--- src/logic/trig_regs.svh ---
`ifndef TRIG_REGS_SVH
`define TRIG_REGS_SVH

// register offsets (byte addresses)
`define OFS_CTRL 8'h00
`define OFS_IN_WIDTH 8'h04
`define OFS_OUT_WIDTH 8'h08
`define OFS_VSET 8'h0C
`define OFS_FSET 8'h10
`define OFS_SLOT 8'h14
`define OFS_STATUS 8'h18
`define OFS_CMD 8'h1C

// control register fields
`define CTRL_ACT_LSB 0
`define CTRL_SRC_LSB 4
`define CTRL_ON_BIT 8
`define CTRL_LVL_BIT 9

// command register bits, write-one pulses
`define CMD_OUT_BIT 0
`define CMD_SWITCH_BIT 1
`define CMD_SETTING_BIT 2
`define CMD_PRESET_BIT 3
`define CMD_SURGE_BIT 4

// reset values and limits
`define WIDTH_RST 6'h00
`define WIDTH_MAX 6'h3C
`define IN_DEF_MS 6'h05
`define VSET_RST 16'h0000
`define FSET_MIN 16'h1194
`define FSET_MAX 16'hC350
`define FSET_RST 16'h1194
`define SLOT_MAX 4'h9
`define SLOT_RST 4'h0

// timing
`define MS_NS 1000000
`define CLK_NS 100
`define MS_CYC (`MS_NS / `CLK_NS)

`endif

--- src/logic/trig_pkg.sv ---
package trig_pkg;

    typedef enum logic [2:0] {
        ACT_NONE = 3'h0,
        ACT_OUTPUT = 3'h1,
        ACT_SETTING = 3'h2,
        ACT_PRESET = 3'h3,
        ACT_SURGE = 3'h4
    } in_action_t;

    typedef enum logic [2:0] {
        SRC_NONE = 3'h0,
        SRC_OUTPUT = 3'h1,
        SRC_SETTING = 3'h2,
        SRC_PRESET = 3'h3,
        SRC_ALL = 3'h4
    } out_src_t;

    typedef enum logic [2:0] {
        Q_IDLE = 3'h1,
        Q_MEAS = 3'h2,
        Q_WAIT = 3'h4
    } qual_state_t;

    // one-cycle event pulses from the instrument
    typedef struct packed {
        logic output_switched;
        logic settings_changed;
        logic preset_loaded;
        logic preset_saved;
    } evt_t;

    // levels: source condition currently true
    typedef struct packed {
        logic output_on;
        logic settings_active;
        logic preset_active;
    } cond_t;

    // requests to the instrument
    typedef struct packed {
        logic out_switch;
        logic out_on;
        logic apply_setting;
        logic [15:0] vset;
        logic [15:0] fset;
        logic preset_load;
        logic [3:0] preset_slot;
        logic surge_dip_action;
    } act_t;

endpackage

--- src/logic/trigger_pin_controller.sv ---
// Contract
// - in simulation or sequence test mode the pin input and pin output behaviour is off.
// - an input pulse counts only if high for the minimum width, 0 meaning 5 ms, else 1-60 ms.
// - with input action none, pin pulses are ignored but remote triggers are taken.
// - with input action output, a trigger sets the power output to the configured on/off.
// - with input action setting, a trigger applies stored voltage and 45.00-500.0 Hz frequency.
// - with input action preset, a trigger loads the preset slot 0 to 9.
// - with input action surge/dip, a trigger starts the surge/dip function.
// - with output source none, no internal event drives the output pin; remote ones still do.
// - with output source output, switching the output on or off activates the pin.
// - with output source setting, a settings change activates the pin.
// - with output source preset, a preset load or save activates the pin.
// - with output source all, any of those events activates the pin.
// - with output width 1-60 ms the pin goes high for exactly that time per activation.
// - with output width 0 the pin holds the chosen level while the source condition holds.
// - the level choice is ignored and not writable while output width is 1-60 ms.
`timescale 1ns/1ps
`include "trig_regs.svh"
module trigger_pin_controller
    import trig_pkg::*;
#(
    parameter int unsigned MS_CYC = `MS_CYC,
    parameter int unsigned AW = 8
)(
    // clock and reset
    input wire logic mclk,
    input wire logic rst_n,
    // register port
    input wire logic [AW-1:0] addr,
    input wire logic [31:0] wdata,
    input wire logic wr,
    input wire logic rd,
    output logic [31:0] rdata,
    // rear_trigger_connector pins
    input wire logic trig_in_pin,
    output logic trig_out_pin,
    // instrument state
    input wire logic sim_mode,
    input wire logic seq_mode,
    input evt_t evt,
    input cond_t cond,
    // requests to the instrument
    output act_t act
);

    if (MS_CYC < 2 || MS_CYC > 65536) begin : g_chk
        $error("MS_CYC out of range");
    end
    if (AW < 8) begin : g_chk_aw
        $error("AW too small");
    end

    localparam logic [15:0] MS_LAST = 16'(MS_CYC - 1);

    function automatic logic [5:0] clamp_width(input logic [31:0] v);
        clamp_width = (v > 32'(`WIDTH_MAX)) ? `WIDTH_MAX : v[5:0];
    endfunction

    function automatic logic hit(input logic [AW-1:0] a, input logic [7:0] ofs);
        hit = (a == AW'(ofs));
    endfunction

    // configuration
    in_action_t in_action_r;
    out_src_t out_src_r;
    logic out_status_r;
    logic out_level_r;
    logic [5:0] in_width_r;
    logic [5:0] out_width_r;
    logic [15:0] vset_r;
    logic [15:0] fset_r;
    logic [3:0] slot_r;
    logic [4:0] cmd_r;

    // input side
    logic sync1_r;
    logic sync2_r;
    qual_state_t qstate_r;
    logic [15:0] in_pre_r;
    logic [5:0] in_ms_r;
    logic fire_r;

    // output side
    logic busy_r;
    logic [15:0] out_pre_r;
    logic [5:0] out_ms_r;

    logic test_mode;
    logic [5:0] in_need;
    logic src_evt;
    logic src_cond;
    logic [31:0] rdata_nxt;

    assign test_mode = sim_mode | seq_mode;
    assign in_need = (in_width_r == `WIDTH_RST) ? `IN_DEF_MS : in_width_r;

    // register writes
    always_ff @(posedge mclk or negedge rst_n) begin
        if (!rst_n) begin
            in_action_r <= ACT_NONE;
            out_src_r <= SRC_NONE;
            out_status_r <= 1'b0;
            out_level_r <= 1'b1;
            in_width_r <= `WIDTH_RST;
            out_width_r <= `WIDTH_RST;
            vset_r <= `VSET_RST;
            fset_r <= `FSET_RST;
            slot_r <= `SLOT_RST;
        end else if (wr) begin
            if (hit(addr, `OFS_CTRL)) begin
                // unknown codes keep the old selection
                if (wdata[`CTRL_ACT_LSB+:3] <= ACT_SURGE) begin
                    in_action_r <= in_action_t'(wdata[`CTRL_ACT_LSB+:3]);
                end
                if (wdata[`CTRL_SRC_LSB+:3] <= SRC_ALL) begin
                    out_src_r <= out_src_t'(wdata[`CTRL_SRC_LSB+:3]);
                end
                out_status_r <= wdata[`CTRL_ON_BIT];
                if (out_width_r == `WIDTH_RST) begin
                    out_level_r <= wdata[`CTRL_LVL_BIT];
                end
            end
            if (hit(addr, `OFS_IN_WIDTH)) begin
                in_width_r <= clamp_width(wdata);
            end
            if (hit(addr, `OFS_OUT_WIDTH)) begin
                out_width_r <= clamp_width(wdata);
            end
            if (hit(addr, `OFS_VSET)) begin
                vset_r <= wdata[15:0];
            end
            if (hit(addr, `OFS_FSET)) begin
                if (wdata[15:0] < `FSET_MIN) begin
                    fset_r <= `FSET_MIN;
                end else if (wdata[15:0] > `FSET_MAX) begin
                    fset_r <= `FSET_MAX;
                end else begin
                    fset_r <= wdata[15:0];
                end
            end
            if (hit(addr, `OFS_SLOT) && wdata[3:0] <= `SLOT_MAX && wdata[31:4] == 28'h0) begin
                slot_r <= wdata[3:0];
            end
        end
    end

    // remote trigger commands, one cycle each
    always_ff @(posedge mclk or negedge rst_n) begin
        if (!rst_n) begin
            cmd_r <= 5'h00;
        end else if (wr && hit(addr, `OFS_CMD)) begin
            cmd_r <= wdata[4:0];
        end else begin
            cmd_r <= 5'h00;
        end
    end

    // input pin synchroniser
    always_ff @(posedge mclk or negedge rst_n) begin
        if (!rst_n) begin
            sync1_r <= 1'b0;
            sync2_r <= 1'b0;
        end else begin
            sync1_r <= trig_in_pin;
            sync2_r <= sync1_r;
        end
    end

    // input pulse qualifier
    always_ff @(posedge mclk or negedge rst_n) begin
        if (!rst_n) begin
            qstate_r <= Q_IDLE;
            in_pre_r <= 16'h0000;
            in_ms_r <= 6'h00;
            fire_r <= 1'b0;
        end else begin
            fire_r <= 1'b0;
            case (qstate_r)
                Q_IDLE: begin
                    in_pre_r <= 16'h0000;
                    in_ms_r <= 6'h00;
                    if (sync2_r) begin
                        qstate_r <= Q_MEAS;
                    end
                end
                Q_MEAS: begin
                    if (!sync2_r) begin
                        qstate_r <= Q_IDLE;
                    end else if (in_pre_r == MS_LAST) begin
                        in_pre_r <= 16'h0000;
                        in_ms_r <= in_ms_r + 6'h01;
                        if (in_ms_r + 6'h01 >= in_need) begin
                            fire_r <= 1'b1;
                            qstate_r <= Q_WAIT;
                        end
                    end else begin
                        in_pre_r <= in_pre_r + 16'h0001;
                    end
                end
                Q_WAIT: begin
                    if (!sync2_r) begin
                        qstate_r <= Q_IDLE;
                    end
                end
                default: begin
                    qstate_r <= Q_IDLE;
                end
            endcase
            // a pulse that overlaps test mode must go low before it counts
            if (test_mode) begin
                qstate_r <= Q_WAIT;
            end
        end
    end

    // requests to the instrument
    always_ff @(posedge mclk or negedge rst_n) begin
        if (!rst_n) begin
            act <= '0;
            act.fset <= `FSET_RST;
        end else begin
            act.out_switch <= 1'b0;
            act.apply_setting <= 1'b0;
            act.preset_load <= 1'b0;
            act.surge_dip_action <= 1'b0;
            if (fire_r && !test_mode) begin
                case (in_action_r)
                    ACT_OUTPUT: begin
                        act.out_switch <= 1'b1;
                        act.out_on <= out_status_r;
                    end
                    ACT_SETTING: begin
                        act.apply_setting <= 1'b1;
                        act.vset <= vset_r;
                        act.fset <= fset_r;
                    end
                    ACT_PRESET: begin
                        act.preset_load <= 1'b1;
                        act.preset_slot <= slot_r;
                    end
                    ACT_SURGE: begin
                        act.surge_dip_action <= 1'b1;
                    end
                    default: begin
                        act.out_switch <= 1'b0;
                    end
                endcase
            end
            // remote commands work whatever the input action
            if (!test_mode) begin
                if (cmd_r[`CMD_SWITCH_BIT]) begin
                    act.out_switch <= 1'b1;
                    act.out_on <= out_status_r;
                end
                if (cmd_r[`CMD_SETTING_BIT]) begin
                    act.apply_setting <= 1'b1;
                    act.vset <= vset_r;
                    act.fset <= fset_r;
                end
                if (cmd_r[`CMD_PRESET_BIT]) begin
                    act.preset_load <= 1'b1;
                    act.preset_slot <= slot_r;
                end
                if (cmd_r[`CMD_SURGE_BIT]) begin
                    act.surge_dip_action <= 1'b1;
                end
            end
        end
    end

    // output source selection
    always_comb begin
        case (out_src_r)
            SRC_OUTPUT: begin
                src_evt = evt.output_switched;
                src_cond = cond.output_on;
            end
            SRC_SETTING: begin
                src_evt = evt.settings_changed;
                src_cond = cond.settings_active;
            end
            SRC_PRESET: begin
                src_evt = evt.preset_loaded | evt.preset_saved;
                src_cond = cond.preset_active;
            end
            SRC_ALL: begin
                src_evt = |evt;
                src_cond = |cond;
            end
            default: begin
                src_evt = 1'b0;
                src_cond = 1'b0;
            end
        endcase
    end

    // output pin driver; a new event during a pulse restarts it
    always_ff @(posedge mclk or negedge rst_n) begin
        if (!rst_n) begin
            trig_out_pin <= 1'b0;
            busy_r <= 1'b0;
            out_pre_r <= 16'h0000;
            out_ms_r <= 6'h00;
        end else if (test_mode) begin
            trig_out_pin <= 1'b0;
            busy_r <= 1'b0;
        end else if (out_width_r == `WIDTH_RST) begin
            busy_r <= 1'b0;
            if (src_cond || cmd_r[`CMD_OUT_BIT]) begin
                trig_out_pin <= out_level_r;
            end else begin
                trig_out_pin <= ~out_level_r;
            end
        end else if (src_evt || cmd_r[`CMD_OUT_BIT]) begin
            trig_out_pin <= 1'b1;
            busy_r <= 1'b1;
            out_pre_r <= 16'h0000;
            out_ms_r <= 6'h00;
        end else if (busy_r) begin
            if (out_pre_r == MS_LAST) begin
                out_pre_r <= 16'h0000;
                if (out_ms_r + 6'h01 >= out_width_r) begin
                    trig_out_pin <= 1'b0;
                    busy_r <= 1'b0;
                end else begin
                    out_ms_r <= out_ms_r + 6'h01;
                end
            end else begin
                out_pre_r <= out_pre_r + 16'h0001;
            end
        end else begin
            trig_out_pin <= 1'b0;
        end
    end

    // register reads
    always_comb begin
        rdata_nxt = 32'h0000_0000;
        if (hit(addr, `OFS_CTRL)) begin
            rdata_nxt[`CTRL_ACT_LSB+:3] = in_action_r;
            rdata_nxt[`CTRL_SRC_LSB+:3] = out_src_r;
            rdata_nxt[`CTRL_ON_BIT] = out_status_r;
            rdata_nxt[`CTRL_LVL_BIT] = out_level_r;
        end else if (hit(addr, `OFS_IN_WIDTH)) begin
            rdata_nxt[5:0] = in_width_r;
        end else if (hit(addr, `OFS_OUT_WIDTH)) begin
            rdata_nxt[5:0] = out_width_r;
        end else if (hit(addr, `OFS_VSET)) begin
            rdata_nxt[15:0] = vset_r;
        end else if (hit(addr, `OFS_FSET)) begin
            rdata_nxt[15:0] = fset_r;
        end else if (hit(addr, `OFS_SLOT)) begin
            rdata_nxt[3:0] = slot_r;
        end else if (hit(addr, `OFS_STATUS)) begin
            rdata_nxt[0] = sync2_r;
            rdata_nxt[1] = trig_out_pin;
            rdata_nxt[2] = (qstate_r == Q_IDLE);
            rdata_nxt[3] = test_mode;
            rdata_nxt[4] = busy_r;
        end
    end

    always_ff @(posedge mclk or negedge rst_n) begin
        if (!rst_n) begin
            rdata <= 32'h0000_0000;
        end else if (rd) begin
            rdata <= rdata_nxt;
        end else begin
            rdata <= 32'h0000_0000;
        end
    end

endmodule // trigger_pin_controller

--- config.mk ---
export PLATFORM = sky130hd
export DESIGN_NAME = trigger_pin_controller
export DESIGN_NICKNAME = d
export VERILOG_FILES = /design/src/logic/trig_pkg.sv /design/src/logic/trigger_pin_controller.sv
export VERILOG_INCLUDE_DIRS = /design/src /design/src/logic
export SDC_FILE = /design/constraint.sdc
export NUM_CORES = 1
export LEC_CHECK = 0
export ABC_AREA = 1
export BUFFER_PORTS_ARGS = -buffer_cell sky130_fd_sc_hd__buf_2
export CORE_MARGIN = 3
export CORE_UTILIZATION = 58
export CTS_BUF_LIST = sky130_fd_sc_hd__clkbuf_8 sky130_fd_sc_hd__clkbuf_16
export DETAILED_ROUTE_END_ITERATION = 10
export PLACE_DENSITY = 0.81
export SKIP_LAST_GASP = 1
export SYNTH_ARGS = -nofsm -noshare
export SYNTH_HDL_FRONTEND = slang
export SYNTH_SLANG_ARGS = --single-unit
--- constraint.sdc ---
create_clock -name mclk -period 2.4 [get_ports mclk]
set_input_delay 0.36 -clock mclk [delete_from_list [all_inputs] [get_ports mclk]]
set_output_delay 0.36 -clock mclk [all_outputs]
set_load 0.02 [all_outputs]
; After elaboration in Yosys (flattened, before gate mapping)
; Index checks and enable logic that the tools add are counted.
[word_totals]
register_bits = 186
in_bits = 54
out_inout_bits = 74
wordCells = 178
[op_classes]
addsub = 4
order_cmp = 8
n_eq_ne = 29
mux = 72
n_bitwise = 5
reduce_logical = 31
[ops]
columns = cell, count
row1 = 2-to-1 mux 16 bit, 9
row2 = 2-to-1 mux 41 bit, 2
row3 = 2-to-1 mux 33 bit, 2
row4 = 2-to-1 mux 6 bit, 11
row5 = adder 16 x 1 -> 16 bit (second input constant), 2
row6 = == test 16 x 14 -> 1 bit (second input constant), 2
row7 = == test 8 x 5 -> 1 bit (second input constant), 4
row8 = > comparator 32 x 6 -> 1 bit (second input constant), 1
row9 = one-hot mux 16 bit (2 select lines), 1
row10 = zero test 28 bit, 1
row11 = 2-to-1 mux 5 bit, 5
row12 = 2-to-1 mux 1 bit, 24
row13 = 2-to-1 mux 3 bit, 8
row14 = 2-to-1 mux 10 bit, 2
row15 = == test 8 x 4 -> 1 bit (second input constant), 2
row16 = > comparator 16 bit (second input constant), 1
row17 = less-than comparator 16 x 13 -> 1 bit (second input constant), 1
row18 = AND reduction 2 bit, 8
row19 = == test 3 x 2 -> 1 bit (second input constant), 5
row20 = AND reduction 3 bit, 5
row21 = adder 6 x 1 -> 6 bit (second input constant), 2
row22 = greater-or-equal comparator 6 bit, 2
row23 = zero test 6 bit, 2
row24 = one-hot mux 6 bit (2 select lines), 1
row25 = other kinds (25), 46

; Longest topological paths before layout
; Gate-level depths: netlist of run 1.
[depth]
ltp_word = 9
depth_mapped = 15
mapped_depth_nobuf = 15

; Worst setup path after synthesis of run 1
; OpenSTA, ideal clock, no wires.
[synth_timing]
path_type = reg-to-reg
from = register out_ms_r[0]
to = register out_ms_r[1]
setup_time_ps = 117
arrival_ps = 2086
required_ps = 2283
setup_slack_ps = 197
path_stages_with_launch = 14
path_buffers = 0
period_less_slack_ps = 2203
cell_sequence = dfrtp_1 -> ha_1 -> nand3_1 -> xor2_1 -> inv_1 -> ha_1 -> nand2_1 -> inv_1 -> a21oi_1 -> nand3_1 -> o21ai_2 -> nand3_2 -> nand2_1 -> nand2_1
[synth_between]
elab_chain_cells = 5
word_cells_on_any_way = 8
classes_between = add/sub (1) / order compare (1) / eq/ne (1) / mux (4) / reduce/logical (1)
[synth_lines]
columns = element, line
row1 = from (decl), trigger_pin_controller.sv:86  ; logic [5:0] out_ms_r;
row2 = from (signal assigned), trigger_pin_controller.sv:326  ; out_ms_r <= out_ms_r + 6'h01;
row3 = adder 6 x 1 -> 6 bit *, "trigger_pin_controller.sv:322, trigger_pin_controller.sv:326"
row4 = branches (longest 4 deep; another with greater-or-equal comparator 6 bit), n/a
; Every way passes the cells marked *. The select of a mux whose other input is x is not followed.
; A chain may end at the register's enable or synchronous reset.

; Worst setup path in the final report of run 1
; Ends and elaborated chain as after synthesis.

==> results_dict.tcl, run 1 <==
set metrics [dict create \
    status "finished, final reports clean" \
    drtAntennaViolNets 0 \
    antenna_cells 0 \
    critical_path_arrival_ns 2.59 \
    crit_path_start_kind "flip-flop" \
    intPower_uw 4830 \
    cts_buffers 17 \
    drive_gt1_share_pct 16.8 \
    hold_class "input port to flip-flop" \
    path_clk_slew_ns 0.07 \
    yosys_warnings 0 \
    route.vias.total 8249 \
    die_w_um 129 \
    clock_sinks 170 \
    cp_max_fo 6 \
    fp-row-count 44 \
    p_comb_share_pct 8.0 \
    io_pins 128 \
    gr-total-overflow 0 \
    dr.pass1.iters 6 \
    p_leak_uw 0.00534 \
    initial_utilization_pct 60.0 \
    root_buffer "clkbuf_16" \
    fillers 1169 \
    layout.nets 1335 \
    htreeDepth 4 \
    hold_end "sync1_r" \
    clockBufferDepth 2 \
    seqPwrFrac_pct 46.5 \
    syn_area_um2 8810 \
    period_needed_ns 2.28 \
    synth-seq-cells 170 \
    drt_iter0_markers 839 \
    dpl.hpwl_um 17000 \
    synth_edf_count 0 \
    whs_ns 0.0423 \
    skew_ns 0.00893 \
    synthTopCellsByArea "dfrtp_1 45%, nand2_1 12%, inv_1 5.5%" \
    crit_type "flip-flop to flip-flop" \
    required_ns 2.72 \
    reg2reg_slack_ns 0.12 \
    ys.flop_type "dfrtp_1" \
    syn_avg_cell_area_um2 7.78 \
    tightestPinTransition_ns 0.805 \
    max_slew_margin_pct 46.3 \
    yosysTopAreaCell "dfrtp_1" \
    netSwitchingFraction_pct 25.2 \
    worstSkewPairLatency_ns 0.43 \
    switchingPower_uw 1630 \
    post_drt_wl_per_cell_um 15.8 \
    r2r_cells 13 \
    hold_viol 0 \
    maxCapViolCount 0 \
    grt_max_degree 53 \
    antenna_found_initial 0 \
    portBuffers 111 \
    fmax_mhz 439 \
    setup_viol 0 \
    yosys-top-cells-count "290 x nand2_1, 158 x dfrtp_1, 128 x inv_1" \
    hold_depth 1 \
    dieArea_um2 16700 \
    drc 0 \
    seq_area_frac_synth_pct 48.4 \
    synth_cells 1133 \
    min_from "trig_in_pin" \
    vdd.ir_drop.worst_uv 522 \
    synthArstFlopShare_pct 100 \
    pwr-share-clk_pct 45.5 \
    place.gp.congestion 0.959 \
    synth_top_area_share_pct 44.9 \
    powerDensity_nw_per_um2 626 \
    fp.dieH_um 129 \
    worstReg2RegStart "out_ms_r[0]" \
    grt_pass1_wl_um 37900 \
    syn_to_final_growth_pct 17.0 \
    fin_util_pct 70.2 \
    cts_tree "built" \
    endpoint_kind "flip-flop" \
    vias_per_cell 5.64 \
    r2r-end "out_ms_r[1]" \
    synth_most_common_cell "nand2_1" \
    grt_pass1_vias 7790 \
    yosysUniqueCellTypes 45 \
    grt_usage_pct 28.6 \
    core-area_um2 14700 \
    slew_violations 0 \
    drt_wl_total_um 23200 \
    finalCritPeriodShare_pct 94.8 \
]
## sequential cells by signal, summed over array words and instances, names as in the netlist, 4 cells and up
name         flops
cmd_r            5
out_width_r      6
in_width_r       6
slot_r           4
act             41
in_pre_r        16
vset_r          16
in_ms_r          6
out_pre_r       16
fset_r          16
out_ms_r         6
rdata           16
## cells by family after synthesis
family | synth area share (%)
compound gates | 12.0
xor+xnor | 1.79
flops | 48.4
mux | 0.241
buf+inv | 8.59
fa+ha+maj | 2.27
simple gates | 26.7
other cells | 0.0425
## worst max-delay path by stage
| stage | cells past startpoint | start | to |
|---|---|---|---|
| after global placement | 13 | out_ms_r[0] | out_ms_r[1] |
| after floorplan | 13 | out_ms_r[0] | out_ms_r[1] |
| final | 13 | out_ms_r[0] | out_ms_r[1] |
| after global routing | 13 | out_ms_r[0] | out_ms_r[1] |
| after detailed placement | 13 | out_ms_r[0] | out_ms_r[0] |
| after CTS | 13 | out_ms_r[0] | out_ms_r[0] |
## layout by cell type (no fill, tap or decap), types with 15 or more instances in the layout
cell type / instances
clkbuf_16: 17
nand3_1: 58
nor3_1: 23
inv_1: 128
nand2_1: 290
xor2_1: 16
a21oi_1: 58
buf_2: 110
nor2_1: 115
o21ai_0: 87
buf_4: 21
ha_1: 15
dfrtp_1: 158
o21ai_1: 34
conb_1: 16
nand4_1: 36
## power groups by stage
stage               Clock, µW  Combinational (µW)  Sequential, µW
floorplan                   0                 275            3060
global placement            0                 488            3050
detailed placement          0                 499            3050
CTS                      2970                 505            3000
global route             3090                 582            3010
finish                   2940                 516            3010
## routing by layer
metal	global-route usage (%)	wire, µm	vias to the layer above	share of wire [%]
li1	-	-	3910	-
met3	5.61	1580	51	6.8
met2	46.7	11100	371	48
met4	9.02	584	0	2.5
met5	0	0	-	0
met1	38.8	9910	3917	43
## critical path: stages, from the launching register on
cell,delay (ns)
dfrtp_1,0.43
ha_2,0.22
nand3_1,0.09
xor2_1,0.20
inv_1,0.07
ha_1,0.27
nand2_1,0.08
inv_1,0.06
a21oi_2,0.13
nand3_1,0.14
o21ai_2,0.18
nand3_2,0.16
nand2_1,0.11
nand2_1,0.05
## per-stage QoR
| step | worst slack, ns | setup TNS (ns) | cell area, µm² | power, µW | std cells |
|---|---|---|---|---|---|
| 6_report | 0.124 | 0 | 10300 | 6460 | 1462 |
| 5_1_grt | -0.0185 | -0.0185 | 10300 | 6680 | 1462 |
| 4_1_cts | 0.110 | 0 | 10300 | 6480 | 1457 |
| 3_5_place_dp | 0.124 | 0 | 9620 | 3550 | 1424 |
| 3_3_place_gp | 0.183 | 0 | 9620 | 3540 | 1424 |
| 2_1_floorplan | 0.197 | 0 | 8870 | 3330 | 1148 |
## area by class of cell
| class | instances | area [µm²] | share of cell area, % |
|---|---|---|---|
| clock buffer | 19 | 453 | 4.39 |
| multi-input combinational | 800 | 3870 | 37.5 |
| timing repair buffer | 136 | 790 | 7.65 |
| inverter | 140 | 526 | 5.09 |
| clock inverter | 13 | 179 | 1.73 |
| sequential | 170 | 4270 | 41.4 |
| tap | 184 | 230 | 2.23 |
## timing repair
action	4_1_cts	5_1_grt
setup buffers	0	5
gates resized for setup	0	5
hold buffers	1	0
endpoints found under the setup margin	0	6
hold endpoints to repair	45	0
Note: power is estimated with default switching activity, not from simulation.
==> run 2, diff against run 1 <==
CAP_MARGIN = 20   (was unset)
clock period = 2.1 ns   (was 2.4 ns; I/O delays follow)
==> results_dict.tcl, run 2 (synthesized netlist as in run 1, its figures left out) <==
set metrics [dict create \
    worstReg2RegStart "out_ms_r[1]" \
    fp.dieH_um 129 \
    final_common_cell "nand2_1" \
    cpMostUsedCell "nand3_2" \
    grt_pass1_vias 7664 \
    layout_common_cells "286 x nand2_1, 158 x dfrtp_1, 125 x inv_1" \
    post_drt_wl_per_cell_um 16.1 \
    slew_violations 0 \
    finalCritPeriodShare_pct 102 \
    critical_path.max_stage_delay_ns 0.43 \
    setup_viol 7 \
    crit_path_end "out_ms_r[1]" \
    hold_viol 0 \
    die_w_um 129 \
    drt_iter0_markers 827 \
    initial_utilization_pct 60.0 \
    layout.nets 1359 \
    portBuffers 111 \
    hold_class "input port to flip-flop" \
    drt_wl_total_um 23900 \
    rsz0062_at_grt "true" \
    startpoint "out_ms_r[1]" \
    max_slew_margin_pct 64.1 \
    dpl.hpwl_um 17100 \
    whs_ns 0.121 \
    r2r_cells 13 \
    reg2reg_slack_ns -0.04 \
    p_leak_uw 0.00546 \
    cts_tree "built" \
    skew_ns 0.00839 \
    powerDensity_nw_per_um2 691 \
    drc 0 \
    antenna_cells 0 \
    r2r-end "out_ms_r[1]" \
    dp.cells 1444 \
    cp_max_fo 6 \
    worstSkewPairLatency_ns 0.44 \
    endpoint_kind "flip-flop" \
    layout.cells.non_filler 1486 \
    path_cells "ha_2, nand3_2, xor2_1, inv_1, ha_4, nand2_4, inv_2, a21oi_2, nand3_2, o21ai_4, nand3_4, nand2_2, nand2_1" \
    largest_reg_flops 41 \
    cts_buffers 17 \
    clockBufferDepth 2 \
    drive_gt1_share_pct 20.0 \
    dr.pass1.iters 6 \
    critPathBufInv 2 \
    htreeDepth 4 \
    setup_tns_ns -0.214 \
    crit_type "flip-flop to flip-flop" \
    critical_path_depth 13 \
    io_pins 128 \
    crit_path_start_kind "flip-flop" \
    route.vias.total 8320 \
    grt_pass1_wl_um 37700 \
    status "finished, violations left" \
    critPathTopFamily "simple AND/OR/NAND/NOR gates" \
    grt_usage_pct 28.7 \
    core-area_um2 14700 \
    clock_sinks 170 \
    fin_util_pct 72.1 \
    regMostFlops "act" \
    vdd.ir_drop.worst_uv 668 \
    antenna_found_initial 0 \
    violations "negative setup slack" \
    place_area_um2 9780 \
    maxCapViolCount 0 \
    required_ns 2.43 \
    gr-total-overflow 0 \
    syn_to_final_growth_pct 20.3 \
    root_buffer "clkbuf_16" \
    vias_per_cell 5.60 \
    dieArea_um2 16700 \
    fmax_mhz 467 \
    crit_slowest_cell "dfrtp_1" \
    setup_ws_ns -0.0431 \
    tightestPinTransition_ns 0.534 \
    period_needed_ns 2.14 \
    drtAntennaViolNets 0 \
    critical_path_arrival_ns 2.48 \
    place.gp.congestion 0.969 \
    grt_max_degree 60 \
    fin_area_um2 10600 \
    path_clk_slew_ns 0.07 \
    fp-row-count 44 \
]
run 2: changes by cell type in the layout (fill, tap and decap cells not counted), sizes merged:
| cell | previous run | this run |
|---|---|---|
| buf | 135 | 158 |
| clkinv | 1 | 4 |
| clkbuf | 19 | 17 |
| bufinv | 3 | 2 |
| dlygate4sd3 | 1 | 2 |
run 2: report_power, final:
part	switching (µW)	total (µW)	internal (µW)
Clock	1460	3260	1800
Sequential	65.1	3430	3370
Combinational	436	642	206
run 2: final cells by class:
cell class,count,area (µm²)
tap,184,230
clock inverter,15,180
timing repair buffer,160,976
clock buffer,17,425
sequential,170,4270
multi-input combinational,800,4000
inverter,140,526
fill,1162,4100
run 2: per-layer routing:
metal | track usage [%] | part of all wire, % | wire (µm) | up-vias
li1 | - | - | - | 3973
met1 | 39.7 | 43 | 10200 | 3909
met2 | 44.9 | 47 | 11300 | 377
met3 | 6.18 | 7.5 | 1780 | 61
met4 | 10.3 | 2.9 | 685 | 0
met5 | 0 | 0 | 0 | -
run 2: how the worst min path moves through the flow:
stage                         start           to  slack [ns]  cells past startpoint
after global routing       wdata[2]    fset_r[2]        0.14                      3
after floorplan               rst_n       act[0]        0.02                      0
after detailed placement      rst_n  in_pre_r[6]        0.24                      1
after CTS                 wdata[14]   fset_r[14]        0.11                      3
after global placement        rst_n  in_pre_r[6]        0.24                      1
final                     wdata[14]   fset_r[14]        0.12                      3
run 2: worst reg2reg max path: cells and delay by family (launching register included):
family	cells	cell delay, ns
AO/OA/AOI/OAI	2	0.34
AND/OR/NAND/NOR	6	0.50
adder cells (fa/ha/maj)	2	0.44
buffers and inverters	2	0.14
XOR/XNOR	1	0.18
flip-flops	1	0.43
run 2: through the flow:
step	worst slack (ns)	power [µW]
floorplan	-0.0130	3810
global placement	-0.0125	4070
detailed placement	-0.106	4090
CTS	-0.0768	7320
global route	-0.187	7590
finish	-0.0431	7330
run 2: repair_timing:
item / 4_1_cts / 5_1_grt
hold buffers: 2 / 0
pin swaps: 9 / 24
setup buffers: 4 / 4
hold endpoints to repair: 34 / 0
setup endpoints to repair: 9 / 11
gates resized for setup: 2 / 30
==> run 3, diff against run 2 <==
CAP_MARGIN = 30   (was 20)
CORE_UTILIZATION = 60   (was 58)
PLACE_DENSITY = 0.83   (was 0.81)
clock period = 2.5 ns   (was 2.1 ns; I/O delays follow)
==> results_dict.tcl, run 3 (synthesized netlist as in run 1, its figures left out) <==
set metrics [dict create \
    cts_tree "built" \
    clock_sinks 170 \
    finalCritPeriodShare_pct 93.0 \
    fmax_mhz 430 \
    crit_path_start_kind "flip-flop" \
    grt_pass1_wl_um 38100 \
    root_buffer "clkbuf_16" \
    fin_util_pct 72.2 \
    layout_common_cells "290 x nand2_1, 158 x dfrtp_1, 129 x inv_1" \
    worstReg2RegStart "out_ms_r[0]" \
    clockBufferDepth 2 \
    htreeDepth 4 \
    intPower_uw 4480 \
    status "finished, final reports clean" \
    slew_violations 0 \
    layout.cells.non_filler 1454 \
    die_w_um 127 \
    skew_ns 0.00916 \
    min_from "trig_in_pin" \
    dr.pass1.iters 5 \
    pwr-share-clk_pct 44.9 \
    endpoint_kind "flip-flop" \
    hold_class "input port to flip-flop" \
    worstSkewPairLatency_ns 0.44 \
    r2r_cells 13 \
    grt_pass1_vias 7827 \
    cp_max_fo 6 \
    switchingPower_uw 1620 \
    hold_depth 1 \
    vias_per_cell 5.62 \
    largest_reg_flops 41 \
    critical_path_arrival_ns 2.65 \
    setup_tns_ns 0 \
    initial_utilization_pct 62.3 \
    max_slew_margin_pct 48.8 \
    antenna_found_initial 1 \
    drt_wl_total_um 23100 \
    rsz0062_at_grt "false" \
    cts_setup_buffers 0 \
    reg2reg_slack_ns 0.18 \
    setup_ws_ns 0.175 \
    drive_gt1_share_pct 16.2 \
    drc 0 \
    regMostFlops "act" \
    core-area_um2 14100 \
    tightestPinTransition_ns 0.768 \
    layout.nets 1330 \
    hold_viol 0 \
    dp.cells 1420 \
    p_comb_share_pct 7.9 \
    grt_usage_pct 29.5 \
    fp.dieH_um 127 \
    pre_cts_slack_ns 0.176 \
    dieArea_um2 16200 \
    route.vias.total 8169 \
    required_ns 2.83 \
    gr-total-overflow 0 \
    period_needed_ns 2.32 \
    drtAntennaViolNets 0 \
    path_clk_slew_ns 0.07 \
    dpl.hpwl_um 17100 \
    crit_type "flip-flop to flip-flop" \
    cts_buffers 17 \
    fillers 1145 \
    p_leak_uw 0.00530 \
    vdd.ir_drop.worst_uv 557 \
    syn_to_final_growth_pct 15.9 \
    place.gp.congestion 0.976 \
    powerDensity_nw_per_um2 598 \
    grt_max_degree 67 \
    seqPwrFrac_pct 47.2 \
    maxCapViolCount 0 \
    portBuffers 111 \
    final_common_cell "nand2_1" \
    io_pins 128 \
    hold_end "sync1_r" \
    setup_viol 0 \
    fp-row-count 43 \
    post_drt_wl_per_cell_um 15.9 \
    netSwitchingFraction_pct 26.5 \
    drt_iter0_markers 695 \
    r2r-end "out_ms_r[4]" \
]
-- run 3: worst max path at each step --
stage	end	startpoint
after floorplan	out_ms_r[0]	out_ms_r[0]
after global placement	out_ms_r[1]	out_ms_r[0]
after detailed placement	out_ms_r[4]	out_ms_r[0]
after CTS	out_ms_r[4]	out_ms_r[0]
after global routing	out_ms_r[0]	out_ms_r[0]
final	out_ms_r[4]	out_ms_r[0]
-- run 3: power by group through the flow --
stage	Combinational [µW]	Clock, µW	Sequential, µW
global route	543	2870	2890
global placement	468	0	2930
floorplan	264	0	2940
CTS	483	2740	2880
finish	483	2740	2880
detailed placement	477	0	2930
-- run 3: area by class of cell --
class	count	area (µm²)	share of cell area (%)
sequential	170	4270	41.8
clock inverter	15	184	1.80
clock buffer	17	425	4.17
timing repair buffer	131	727	7.12
tap	180	225	2.21
antenna	1	2.50	0.0245
multi-input combinational	800	3850	37.7
inverter	140	526	5.15
-- run 3: metrics by stage --
stage	hold slack (ns)	area, µm²	power, µW
global route	0.0369	10200	6300
finish	0.0432	10200	6100
detailed placement	0.358	9590	3410
floorplan	0.0794	8870	3200
CTS	0.0388	10200	6110
global placement	0.374	9590	3400
-- run 3: layer usage --
metal	track usage, %	wire, µm	vias to the layer above
li1	-	-	3911
met1	39.7	9870	3831
met2	46.9	10900	374
met3	7.27	1770	53
met4	10.9	568	0
met5	0	0	-
-- run 3: worst max-delay path: stages (launching register included) --
cell	delay, ns
dfrtp_1	0.42
ha_1	0.24
nand3_1	0.10
xor2_1	0.19
inv_1	0.07
ha_1	0.28
nand2_1	0.09
inv_1	0.06
a21oi_1	0.14
nand3_1	0.14
o21ai_2	0.19
nand3_2	0.15
nand2_1	0.10
nand2_1	0.05
-- run 3: timing repair --
item                       in CTS  in global routing
setup endpoints to repair       0                  6
hold endpoints to repair       54                  0
gates resized for setup         0                  1
hold buffers                    1                  0
